<file path="config.mk">
export PLATFORM = sky130hd
export DESIGN_NAME = smi_exec
export DESIGN_NICKNAME = d
export VERILOG_FILES = /design/src/design/smi_ptr.v /design/src/design/smi_exec.v
export VERILOG_INCLUDE_DIRS = /design/src /design/src/design
export SDC_FILE = /design/constraint.sdc
export NUM_CORES = 1
export LEC_CHECK = 0
export BUFFER_PORTS_ARGS = -buffer_cell sky130_fd_sc_hd__buf_2
export CAP_MARGIN = 30
export CORE_MARGIN = 4
export CORE_UTILIZATION = 35
export CTS_BUF_LIST = sky130_fd_sc_hd__clkbuf_8 sky130_fd_sc_hd__clkbuf_16
export CTS_CLUSTER_DIAMETER = 30
export DETAILED_ROUTE_END_ITERATION = 7
export MAX_ROUTING_LAYER = met4
export PLACE_DENSITY = 0.54
export REMOVE_ABC_BUFFERS = 1
export SETUP_SLACK_MARGIN = 0.1
export SLEW_MARGIN = 10
export SYNTH_ARGS = -nofsm -noshare
export SYNTH_HDL_FRONTEND = slang
export SYNTH_SLANG_ARGS = --single-unit
</file>
<file path="constraint.sdc">
create_clock -name i_clock -period 4.1 [get_ports i_clock]
set_input_delay 0.615 -clock i_clock [delete_from_list [all_inputs] [get_ports i_clock]]
set_output_delay 0.615 -clock i_clock [all_outputs]
set_load 0.005 [all_outputs]
</file>
<file path="src/design/smi_regs.vh">
// constants for the shift / copy / indirect-load execution datapath
// assumes a 32-bit AXI4-Lite slave with byte addresses in the low 8 bits
`ifndef SMI_REGS_VH
`define SMI_REGS_VH

// register byte offsets
`define SMI_ADDR_CTRL      8'h00
`define SMI_ADDR_STATUS    8'h04
`define SMI_ADDR_PTR0      8'h08
`define SMI_ADDR_PTR1      8'h0C
`define SMI_ADDR_COUNT     8'h10

// field positions
`define SMI_CTRL_EN_BIT    0
`define SMI_STAT_ZERO_BIT  8
`define SMI_STAT_CARRY_BIT 9

// reset values
`define SMI_CTRL_RESET     1'b0
`define SMI_ACC_RESET      8'h00
`define SMI_PTR_RESET      16'h0000
`define SMI_COUNT_RESET    16'h0000

// operation selects from the decoder
`define SMI_OP_NONE        2'b00
`define SMI_OP_SHIFT       2'b01
`define SMI_OP_COPY        2'b10
`define SMI_OP_INDIRECT    2'b11

// pointer update codes
`define SMI_UPD_PREINC     2'b00
`define SMI_UPD_PREDEC     2'b01
`define SMI_UPD_POSTINC    2'b10
`define SMI_UPD_POSTDEC    2'b11

// file addresses of the two indirect window registers
`define SMI_WIN0_ADDR      7'h00
`define SMI_WIN1_ADDR      7'h01

// bus responses
`define SMI_RESP_OKAY      2'b00
`define SMI_RESP_DECERR    2'b11

// every operation completes in this many clock cycles
`define SMI_OP_CYCLES      1

`endif

</file>
<file path="src/design/smi_ptr.v">
// one 16-bit indirect pointer with wrap-around step and software load
// a step takes priority over a same-cycle software load
`timescale 1ns/1ps
`include "smi_regs.vh"

module smi_ptr
(
   input  wire        i_clock,
   input  wire        i_nrst,
   input  wire        i_ce,
   input  wire        i_step,
   input  wire        i_down,
   input  wire        i_sw_we,
   input  wire [1:0]  i_sw_strb,
   input  wire [15:0] i_sw_data,
   output wire [15:0] o_ptr
);

   reg  [15:0] ptr_reg;
   reg  [15:0] ptr_next;

   always @*
   begin
      ptr_next = ptr_reg;
      if (i_step)
      begin
         // plain 16-bit add keeps the modulo 65536 wrap
         if (i_down)
            ptr_next = ptr_reg - 16'h0001;
         else
            ptr_next = ptr_reg + 16'h0001;
      end
      else if (i_sw_we)
      begin
         if (i_sw_strb[0])
            ptr_next[7:0] = i_sw_data[7:0];
         if (i_sw_strb[1])
            ptr_next[15:8] = i_sw_data[15:8];
      end
   end

   always @(posedge i_clock or negedge i_nrst)
   begin
      if (!i_nrst)
         ptr_reg <= `SMI_PTR_RESET;
      else if (i_ce)
         ptr_reg <= ptr_next;
   end

   assign o_ptr = ptr_reg;

endmodule // smi_ptr

</file>
<file path="src/design/smi_exec.v">
// execution datapath: right shift, file copy and indirect load, AXI4-Lite control
// assumes an asynchronous-read register file whose write lands at the clock edge
//
// Behaviour
// - shift right result: zero into bit 7, source bits 7..1 into 6..0.
// - shift loads carry from source bit 0 and zero flag from result.
// - shift destination select 0 writes accumulator, 1 writes file register.
// - file operand is a 7-bit address 0..127; destination select is one bit.
// - copy moves file register to accumulator (0) or back to itself (1).
// - copy updates zero flag from moved value for both destinations.
// - indirect load: one-bit pointer select, two-bit update code, offset -32..31.
// - update codes: 00 pre-inc, 01 pre-dec, 10 post-inc, 11 post-dec.
// - address is pointer+1, pointer-1, pointer, or pointer plus signed offset.
// - pointer afterwards +1 for increments, -1 for decrements, unchanged relative.
// - indirect load puts addressed register in accumulator and sets zero flag.
// - window register access is redirected to the address in its pointer (shift and copy only; an indirect load is not redirected).
// - pointers span 16 bits and wrap modulo 65536.
// - copy takes one program word and completes in one cycle.
// - pointer stepping leaves all status flags untouched.
//
// Design decisions made here: the register offsets and the AXI4-Lite register port.
`timescale 1ns/1ps
`include "smi_regs.vh"

module smi_exec
(
   input  wire        i_clock,
   input  wire        i_nrst,
   input  wire        i_ce,
   // decoder side
   input  wire        i_op_valid,
   input  wire [1:0]  i_op_sel,
   input  wire [6:0]  i_file_addr,
   input  wire        i_dest_sel,
   input  wire        i_ptr_sel,
   input  wire        i_rel_mode,
   input  wire [1:0]  i_update_code,
   input  wire [5:0]  i_rel_offset,
   output wire        o_op_ready,
   // register file side
   output wire [15:0] o_rf_raddr,
   input  wire [7:0]  i_rf_rdata,
   output wire        o_rf_we,
   output wire [15:0] o_rf_waddr,
   output wire [7:0]  o_rf_wdata,
   // core state
   output wire [7:0]  o_accum,
   output wire        o_zero,
   output wire        o_carry,
   output wire [15:0] o_ptr0,
   output wire [15:0] o_ptr1,
   // AXI4-Lite slave
   input  wire [7:0]  i_s_axi_awaddr,
   input  wire        i_s_axi_awvalid,
   output wire        o_s_axi_awready,
   input  wire [31:0] i_s_axi_wdata,
   input  wire [3:0]  i_s_axi_wstrb,
   input  wire        i_s_axi_wvalid,
   output wire        o_s_axi_wready,
   output wire [1:0]  o_s_axi_bresp,
   output wire        o_s_axi_bvalid,
   input  wire        i_s_axi_bready,
   input  wire [7:0]  i_s_axi_araddr,
   input  wire        i_s_axi_arvalid,
   output wire        o_s_axi_arready,
   output wire [31:0] o_s_axi_rdata,
   output wire [1:0]  o_s_axi_rresp,
   output wire        o_s_axi_rvalid,
   input  wire        i_s_axi_rready
);

   // core state
   reg  [7:0]  acc_reg;
   reg         zero_reg;
   reg         carry_reg;
   reg         rf_we_reg;
   reg  [15:0] rf_waddr_reg;
   reg  [7:0]  rf_wdata_reg;
   reg         en_reg;
   reg  [15:0] count_reg;

   // bus state
   reg         aw_got_reg;
   reg         w_got_reg;
   reg  [7:0]  awaddr_reg;
   reg  [31:0] wdata_reg;
   reg  [3:0]  wstrb_reg;
   reg         bvalid_reg;
   reg  [1:0]  bresp_reg;
   reg         rvalid_reg;
   reg  [31:0] rdata_reg;
   reg  [1:0]  rresp_reg;

   wire [15:0] ptr0;
   wire [15:0] ptr1;

   // operation decode
   wire        op_fire;
   wire        is_shift;
   wire        is_copy;
   wire        is_ind;
   wire        win0_hit;
   wire        win1_hit;
   wire [15:0] direct_addr;
   wire [15:0] sel_ptr;
   wire [15:0] off_ext;
   reg  [15:0] ind_addr;
   wire [15:0] read_addr;
   wire [7:0]  read_data;
   wire [7:0]  result;
   wire        to_acc;
   wire        step;
   wire        step_down;

   assign o_op_ready = en_reg;
   assign op_fire    = i_ce & en_reg & i_op_valid & (i_op_sel != `SMI_OP_NONE);
   assign is_shift   = (i_op_sel == `SMI_OP_SHIFT);
   assign is_copy    = (i_op_sel == `SMI_OP_COPY);
   assign is_ind     = (i_op_sel == `SMI_OP_INDIRECT);

   // window registers hold no data of their own
   assign win0_hit    = (i_file_addr == `SMI_WIN0_ADDR);
   assign win1_hit    = (i_file_addr == `SMI_WIN1_ADDR);
   assign direct_addr = win0_hit ? ptr0 :
                        win1_hit ? ptr1 :
                        {9'h000, i_file_addr};

   assign sel_ptr = i_ptr_sel ? ptr1 : ptr0;
   assign off_ext = {{10{i_rel_offset[5]}}, i_rel_offset};

   always @*
   begin
      ind_addr = sel_ptr;
      if (i_rel_mode)
         ind_addr = sel_ptr + off_ext;
      else
      begin
         case (i_update_code)
            `SMI_UPD_PREINC:  ind_addr = sel_ptr + 16'h0001;
            `SMI_UPD_PREDEC:  ind_addr = sel_ptr - 16'h0001;
            `SMI_UPD_POSTINC: ind_addr = sel_ptr;
            default:          ind_addr = sel_ptr;
         endcase
      end
   end

   // an indirect load through a window address is not special-cased
   assign read_addr = is_ind ? ind_addr : direct_addr;

   // forward the pending write-back so a back-to-back read sees it
   assign read_data = (rf_we_reg && (rf_waddr_reg == read_addr)) ? rf_wdata_reg : i_rf_rdata;

   assign result = is_shift ? {1'b0, read_data[7:1]} : read_data;
   assign to_acc = is_ind | ~i_dest_sel;

   // relative mode never moves the pointer
   assign step      = op_fire & is_ind & ~i_rel_mode;
   assign step_down = i_update_code[0];

   // software pointer loads
   // a pointer step in the same cycle wins and the software write is lost
   wire        sw_fire;
   wire        sw_ptr0;
   wire        sw_ptr1;
   wire        sw_ctrl;

   assign sw_fire = i_ce & aw_got_reg & w_got_reg & ~bvalid_reg;
   assign sw_ptr0 = sw_fire & (awaddr_reg == `SMI_ADDR_PTR0);
   assign sw_ptr1 = sw_fire & (awaddr_reg == `SMI_ADDR_PTR1);
   assign sw_ctrl = sw_fire & (awaddr_reg == `SMI_ADDR_CTRL);

   smi_ptr u_ptr0
   (
      .i_clock   (i_clock),
      .i_nrst    (i_nrst),
      .i_ce      (i_ce),
      .i_step    (step & ~i_ptr_sel),
      .i_down    (step_down),
      .i_sw_we   (sw_ptr0),
      .i_sw_strb (wstrb_reg[1:0]),
      .i_sw_data (wdata_reg[15:0]),
      .o_ptr     (ptr0)
   );

   smi_ptr u_ptr1
   (
      .i_clock   (i_clock),
      .i_nrst    (i_nrst),
      .i_ce      (i_ce),
      .i_step    (step & i_ptr_sel),
      .i_down    (step_down),
      .i_sw_we   (sw_ptr1),
      .i_sw_strb (wstrb_reg[1:0]),
      .i_sw_data (wdata_reg[15:0]),
      .o_ptr     (ptr1)
   );

   // execution: every operation retires in a single cycle
   always @(posedge i_clock or negedge i_nrst)
   begin
      if (!i_nrst)
      begin
         acc_reg      <= `SMI_ACC_RESET;
         zero_reg     <= 1'b0;
         carry_reg    <= 1'b0;
         rf_we_reg    <= 1'b0;
         rf_waddr_reg <= 16'h0000;
         rf_wdata_reg <= 8'h00;
         count_reg    <= `SMI_COUNT_RESET;
      end
      else if (i_ce)
      begin
         rf_we_reg <= 1'b0;
         if (op_fire)
         begin
            count_reg <= count_reg + 16'h0001;
            // pointer stepping never reaches these flags
            zero_reg  <= (result == 8'h00);
            // carry moves only on a shift
            if (is_shift)
               carry_reg <= read_data[0];
            if (to_acc)
               acc_reg <= result;
            else
            begin
               rf_we_reg    <= 1'b1;
               rf_waddr_reg <= direct_addr;
               rf_wdata_reg <= result;
            end
         end
      end
   end

   // AXI4-Lite write channel: address and data taken in either order
   assign o_s_axi_awready = ~aw_got_reg & ~bvalid_reg;
   assign o_s_axi_wready  = ~w_got_reg & ~bvalid_reg;

   always @(posedge i_clock or negedge i_nrst)
   begin
      if (!i_nrst)
      begin
         aw_got_reg <= 1'b0;
         w_got_reg  <= 1'b0;
         awaddr_reg <= 8'h00;
         wdata_reg  <= 32'h0000_0000;
         wstrb_reg  <= 4'h0;
         bvalid_reg <= 1'b0;
         bresp_reg  <= `SMI_RESP_OKAY;
         en_reg     <= `SMI_CTRL_RESET;
      end
      else if (i_ce)
      begin
         if (i_s_axi_awvalid && o_s_axi_awready)
         begin
            aw_got_reg <= 1'b1;
            awaddr_reg <= i_s_axi_awaddr;
         end
         if (i_s_axi_wvalid && o_s_axi_wready)
         begin
            w_got_reg <= 1'b1;
            wdata_reg <= i_s_axi_wdata;
            wstrb_reg <= i_s_axi_wstrb;
         end
         if (sw_fire)
         begin
            aw_got_reg <= 1'b0;
            w_got_reg  <= 1'b0;
            bvalid_reg <= 1'b1;
            if (sw_ctrl)
            begin
               bresp_reg <= `SMI_RESP_OKAY;
               if (wstrb_reg[0])
                  en_reg <= wdata_reg[`SMI_CTRL_EN_BIT];
            end
            else if (sw_ptr0 || sw_ptr1)
               bresp_reg <= `SMI_RESP_OKAY;
            // writes to the read-only registers are accepted and ignored
            else if ((awaddr_reg == `SMI_ADDR_STATUS) || (awaddr_reg == `SMI_ADDR_COUNT))
               bresp_reg <= `SMI_RESP_OKAY;
            else
               bresp_reg <= `SMI_RESP_DECERR;
         end
         else if (bvalid_reg && i_s_axi_bready)
            bvalid_reg <= 1'b0;
      end
   end

   assign o_s_axi_bvalid = bvalid_reg;
   assign o_s_axi_bresp  = bresp_reg;

   // AXI4-Lite read channel
   assign o_s_axi_arready = ~rvalid_reg;

   always @(posedge i_clock or negedge i_nrst)
   begin
      if (!i_nrst)
      begin
         rvalid_reg <= 1'b0;
         rdata_reg  <= 32'h0000_0000;
         rresp_reg  <= `SMI_RESP_OKAY;
      end
      else if (i_ce)
      begin
         if (i_s_axi_arvalid && o_s_axi_arready)
         begin
            rvalid_reg <= 1'b1;
            rresp_reg  <= `SMI_RESP_OKAY;
            if (i_s_axi_araddr == `SMI_ADDR_CTRL)
               rdata_reg <= {31'h0000_0000, en_reg};
            else if (i_s_axi_araddr == `SMI_ADDR_STATUS)
               rdata_reg <= {22'h00_0000, carry_reg, zero_reg, acc_reg};
            else if (i_s_axi_araddr == `SMI_ADDR_PTR0)
               rdata_reg <= {16'h0000, ptr0};
            else if (i_s_axi_araddr == `SMI_ADDR_PTR1)
               rdata_reg <= {16'h0000, ptr1};
            else if (i_s_axi_araddr == `SMI_ADDR_COUNT)
               rdata_reg <= {16'h0000, count_reg};
            else
            begin
               rdata_reg <= 32'h0000_0000;
               rresp_reg <= `SMI_RESP_DECERR;
            end
         end
         else if (rvalid_reg && i_s_axi_rready)
            rvalid_reg <= 1'b0;
      end
   end

   assign o_s_axi_rvalid = rvalid_reg;
   assign o_s_axi_rdata  = rdata_reg;
   assign o_s_axi_rresp  = rresp_reg;

   // outputs
   // read address is combinational for an asynchronous-read register file
   assign o_rf_raddr = read_addr;
   assign o_rf_we    = rf_we_reg;
   assign o_rf_waddr = rf_waddr_reg;
   assign o_rf_wdata = rf_wdata_reg;
   assign o_accum    = acc_reg;
   assign o_zero     = zero_reg;
   assign o_carry    = carry_reg;
   assign o_ptr0     = ptr0;
   assign o_ptr1     = ptr1;

endmodule // smi_exec

</file>
Word-level counts from Yosys, hierarchy flattened
Cells that the tools add are included. Widths: inputs -> output; s select.

Register bits after elaboration: 150. Output and inout bits: 125. Logic and storage cells: 147.

$add $sub $neg: 8. Equality and inequality tests: 13. Bitwise operators: 24. Reduce and logical (&&, ||, !) cells: 41. Multiplexer cells: 39.

Operators with widths (number): $mux 16 (16); $add 16x1->16 const B (4); $sub 16x1->16 const B (3); $eq 8x4->1 const B (4); $mux 8 (4); $pmux 16 s2 (1); $logic_not 8->1 (3); $reduce_bool 2->1 (11); $reduce_and 3->1 (7); $reduce_and 2->1 (9); $add 16x16->16 (1); $eq 16x16->1 (1); $eq 8x3->1 const B (2); $eq 8x5->1 const B (2); $mux 2 (8); $and 1x1->1 (15); $mux 1 (10); $not 1->1 (8); $eq 7x1->1 const B (1); $logic_not 7->1 (1); $logic_and 1x1->1 (6); $eq 2x1->1 const B (2); $reduce_and 4->1 (1); $eq 2x2->1 const B (1); other kinds (3) (4).

Logic depth before layout (Yosys ltp)
Word-level depth: 10. Depth in mapped cells: 18. Mapped depth without buffers: 17.

Hierarchy
From an unflattened synthesis, not the netlist that was laid out.

Cells, all modules: 1286. Area, all modules: 11086.9 sq um.

Modules (own cells, without submodules): smi_exec (area each 8201.6 sq um, cells an instance 938, times used 1); smi_ptr (area each 1442.6 sq um, cells an instance 174, times used 2).

Worst setup path after synthesis
OpenSTA, ideal clock, no wires.

Path type: input port to flip-flop. From: input i_ptr_sel. To: register rf_wdata_reg[0], in the netlist o_rf_wdata[0]. Setup time: 0.125 ns. Required time: 3.975 ns. Arrival time: 4.861 ns. Stages: 18. Slack: -0.886 ns. Buffers on the path: 3. Cell sequence: buf_2 buf_1 mux2i_1 inv_1 ha_1 a211o_1 a211oi_4 o211ai_2 a311o_1 a31oi_4 xnor2_1 and2_0 o41a_1 nor4_4 buf_6 nand3b_1 nand3_1 mux2_2.

Cells in the longest elaborated chain, start to end: 9.

RTL lines: from (decl) (line smi_exec.v:35) `input wire i_ptr_sel,`; $mux 16 * (line smi_exec.v:128) `assign sel_ptr = i_ptr_sel ? ptr1 : ptr0;`; $sub 16x1->16 / $add 16x1->16 (equally long branches) (line smi_exec.v:140, smi_exec.v:139); $pmux 16 s2 (line smi_exec.v:138) `case (i_update_code)`; $mux 16 * (line smi_exec.v:134) `if (i_rel_mode)`; $mux 16 * (line smi_exec.v:148) `assign read_addr = is_ind ? ind_addr : direct_addr;`; $eq 16x16->1 * (line smi_exec.v:151) `assign read_data = (rf_we_reg && (rf_waddr_reg == read_addr)) ? rf_wdata_reg : i_rf_rdata;`; $logic_and 1x1->1 * (line smi_exec.v:151); $mux 8 * (line smi_exec.v:151); $mux 8 * (line smi_exec.v:153) `assign result = is_shift ? {1'b0, read_data[7:1]} : read_data;`; to (signal assigned) (line smi_exec.v:228) `rf_wdata_reg <= result;`; to (decl) (line smi_exec.v:78) `reg [7:0] rf_wdata_reg;`.

Every way passes the cells marked *; elsewhere a longest branch is shown, timed or not. A chain may end at the register's enable or synchronous reset.

Worst setup path in the final report
From: register u_ptr0.ptr_reg[0], in the netlist u_ptr0.o_ptr[0]. To: output o_rf_raddr[14].

Cells in the longest elaborated chain, start to end: 5.

RTL lines: from (decl) (line smi_ptr.v:19) `reg [15:0] ptr_reg;`; from (signal assigned) (line smi_ptr.v:45) `` ptr_reg <= `SMI_PTR_RESET; ``; from (signal assigned) (line smi_ptr.v:47) `ptr_reg <= ptr_next;`; $mux 16 * (line smi_exec.v:128); $sub 16x1->16 / $add 16x1->16 (equally long branches) (line smi_exec.v:140, smi_exec.v:139); $pmux 16 s2 (line smi_exec.v:138); $mux 16 * (line smi_exec.v:134); $mux 16 * (line smi_exec.v:148); to (decl) (line smi_exec.v:41) `output wire [15:0] o_rf_raddr,`.

Marks and branches as above.

==> metrics.yaml <==
relSlewSlack_pct: 39.6
criticalPathCategory: "register to output pin"
io_buffers: 179
crit_chain: "mux2i_2, inv_1, ha_2, inv_2, fa_2, nor2b_2, o31a_1, buf_6, o2111ai_4, a211o_1, a211oi_2, nor3b_2, buf_4, buf_6, o32ai_4, buf_2"
seq_area_frac_synth_pct: 31.4
grt_max_degree: 99
drtIter0Drc: 692
violations: "setup timing"
gp_congestion: 0.909
syn_to_final_growth_pct: 36.0
p_leak_nw: 6.97
start_util_pct: 35.5
synthArstFlopShare_pct: 100
skew_ns: 0.0143
wl_um: 38800
r2r_start: "u_ptr0.o_ptr[0]$_DFFE_PN0P_"
max_stage_delay_ns: 0.42
ys_seq_elements: 132
regArea_um2: 3300
setup_viol: 12
clock-sinks: 132
antenna_found_initial: 1
multi_input_area_um2: 7120
clk_latency_ns: 0.44
final_nets: 1751
final_core_util_pct: 48.3
rsz0062_at_grt: "yes"
h-tree-depth: 4
wl_met3_um: 2070
met2_length_um: 17600
synth_edf_count: 0
grt_pass1_vias: 10259
ys_top_cells_by_area: "dfrtp_1 31%, ha_1 6.9%, nand2_1 5.8%, mux2_2 5.4%, o21ai_0 4.5%"
slew_violations: 0
fin_crit_sh_pct: 102
cap_viol_max_count: 0
syn_inst: 1250
power_density_nw_per_um2: 343
avgSynthCellArea_um2: 8.42
netlist_area_um2: 10500
ys.flop_type: "dfrtp_1"
crit_top_cell: "buf_6"
overflow: 0
drive_gt1_share_pct: 33.8
path_buf_inv: 6
vias_per_cell: 5.35
first_pass_iters: 7
tritoncts: "built"
crit_path_end_kind: "output pin"
yosys.area.top_type: "dfrtp_1"
fin_crit_ns: 4.20
root_buffer: "clkbuf_16"
synth_cell_types: 77
coreArea_um2: 29600
synth-warning-count: 0
hp-class: "input port to asynchronous set/reset pin"
crit_start: "u_ptr0.o_ptr[0]$_DFFE_PN0P_"
critPathTopFamily: "compound AO/OA/AOI/OAI gates"
cp.required_ns: 3.48
peakVddDrop_mv: 0.224
met1Wirelength_um: 18200
hpwl_um: 30200
holdWs_ns: 0.00507
hold_violations: 0
grt_usage_pct: 23.5
design.die.area_um2: 32900
cp_slowest_cell: "dfrtp_1"
io_pins: 214
fillerInstances: 2905
grt_pass1_wl_um: 59500
die_x_um: 181
arrival_ns: 3.58
die_h_um: 181
critical_path.max_fanout: 4
fmax_ghz: 0.238
status: "finished with violations"
wire_per_inst_um: 19.3
worst_slack_ns: -0.0959
cts.path.max_buffers: 2
num_rows: 63
top_layer: "met4"
tightest_slew_ns: 0.902
postRouteAntennaNets: 0
path_clk_slew_ns: 0.07
cts_buffers: 17
synth_top_area_share_pct: 31.4
tns_ns: -0.481
drc: 0
vias: 10712
cp-start-kind: "register"
power breakdown:
| part | switching, W | leakage, nW | internal (W) | total (W) |
|---|---|---|---|---|
| Clock | 0.000652 | 0.323 | 0.00110 | 0.00176 |
| Combinational | 0.000738 | 4.88 | 0.000714 | 0.00145 |
| Sequential | 0.000190 | 1.76 | 0.00150 | 0.00169 |
| Total | 0.00158 | 6.97 | 0.00332 | 0.00490 |
what timing repair did:
item,in CTS,in global routing
pin swaps,28,15
resized for setup,67,22
hold buffers,0,0
endpoints found under the setup margin,24,24
buffers inserted,7,2
worst reg2reg max path, cell delays in order, from the launching register on:
cell	delay, ns
dfrtp_1	0.42
mux2i_2	0.11
inv_1	0.08
ha_2	0.19
inv_2	0.04
fa_2	0.35
nor2b_2	0.14
o31a_1	0.26
buf_6	0.14
o2111ai_4	0.11
a211o_1	0.31
a211oi_2	0.26
nor3b_2	0.09
a311oi_2	0.26
nand4_1	0.18
nor4_4	0.35
buf_12	0.17
buf_4	0.12
buf_6	0.10
mux2i_4	0.21
nor3_2	0.07
o21ai_1	0.12
per-layer routing:
layer / GRT usage (%) / vias to the layer above
met5: - / -
met4: 6.51 / 0
met3: 2.98 / 46
met2: 35.9 / 330
met1: 33.1 / 5077
li1: - / 5259
kinds of logic after synthesis:
| logic type | synth area share, % |
|---|---|
| simple gates | 20.0 |
| flops | 31.4 |
| xor+xnor | 4.83 |
| mux | 9.05 |
| buf+inv | 4.71 |
| compound gates | 22.3 |
| fa+ha+maj | 7.66 |
| other cells | 0.0356 |
synthesized netlist by cell type, types with 9 or more instances:
| master | instances |
|---|---|
| nand2_1 | 162 |
| dfrtp_1 | 132 |
| o21ai_0 | 95 |
| a21oi_1 | 92 |
| nor2_1 | 82 |
| ha_1 | 58 |
| mux2_2 | 50 |
| clkbuf_1 | 46 |
| xnor2_1 | 42 |
| nand3_1 | 38 |
| inv_1 | 37 |
| mux2i_1 | 36 |
| nor3_1 | 36 |
| a21o_1 | 20 |
| a31oi_1 | 19 |
| buf_4 | 18 |
| nand2b_1 | 17 |
| xor2_1 | 16 |
| and3_1 | 15 |
| nor2b_1 | 14 |
| o31ai_1 | 14 |
| a22oi_1 | 13 |
| nand4_1 | 13 |
| o21a_1 | 13 |
| a211oi_1 | 10 |
| nor4_1 | 9 |
| o211ai_1 | 9 |
| or3_1 | 9 |
placed cells by master (no fill, tap or decap), drive strengths merged, types with 20 or more instances in the layout:
cell type / n
buf: 387
inv: 41
xnor2: 42
a21o: 21
nor2: 82
nand3: 38
ha: 58
a31oi: 20
a21oi: 92
mux2: 51
o21ai: 100
nand2: 162
mux2i: 37
nor3: 39
dfrtp: 132
final timing paths:
check | end | slack (ns) | cells past startpoint
max reg2reg | o_accum[6]$_DFFE_PN0P_ | -0.07 | 21
max | o_rf_raddr[14] | -0.1 | 16
min | o_accum[3]$_DFFE_PN0P_ | 0.005 | 1
max in group asynchronous | u_ptr0.o_ptr[14]$_DFFE_PN0P_ | 3.17 | 3
min reg2reg | o_s_axi_rdata[4]$_DFFE_PN0P_ | 0.48 | 2
min in group i_clock | wdata_reg[0]$_DFFE_PN0P_ | 0.39 | 3
final cells by class:
| type | instances | area share (%) |
|---|---|---|
| multi-input cells | 1024 | 49.8 |
| inverters | 37 | 0.988 |
| flip-flops and latches | 132 | 23.1 |
| clock inverters | 14 | 1.56 |
| well taps | 390 | 3.41 |
| clock buffers | 18 | 3.07 |
| repair buffers | 388 | 18.1 |
| diodes | 1 | 0.0175 |
stage by stage:
step | instances | total power (W) | setup slack [ns] | cell area [um2]
after detailed placement | 1960 | 0.00309 | -0.700 | 13200
after global routing | 2004 | 0.00516 | -0.294 | 14300
after global placement | 1957 | 0.00307 | -0.632 | 13100
final | 2004 | 0.00490 | -0.0959 | 14300
after CTS | 1999 | 0.00491 | -0.0683 | 14100
after floorplan | 1193 | 0.00244 | -0.759 | 10200
Note: power is estimated with default switching activity, not from simulation.
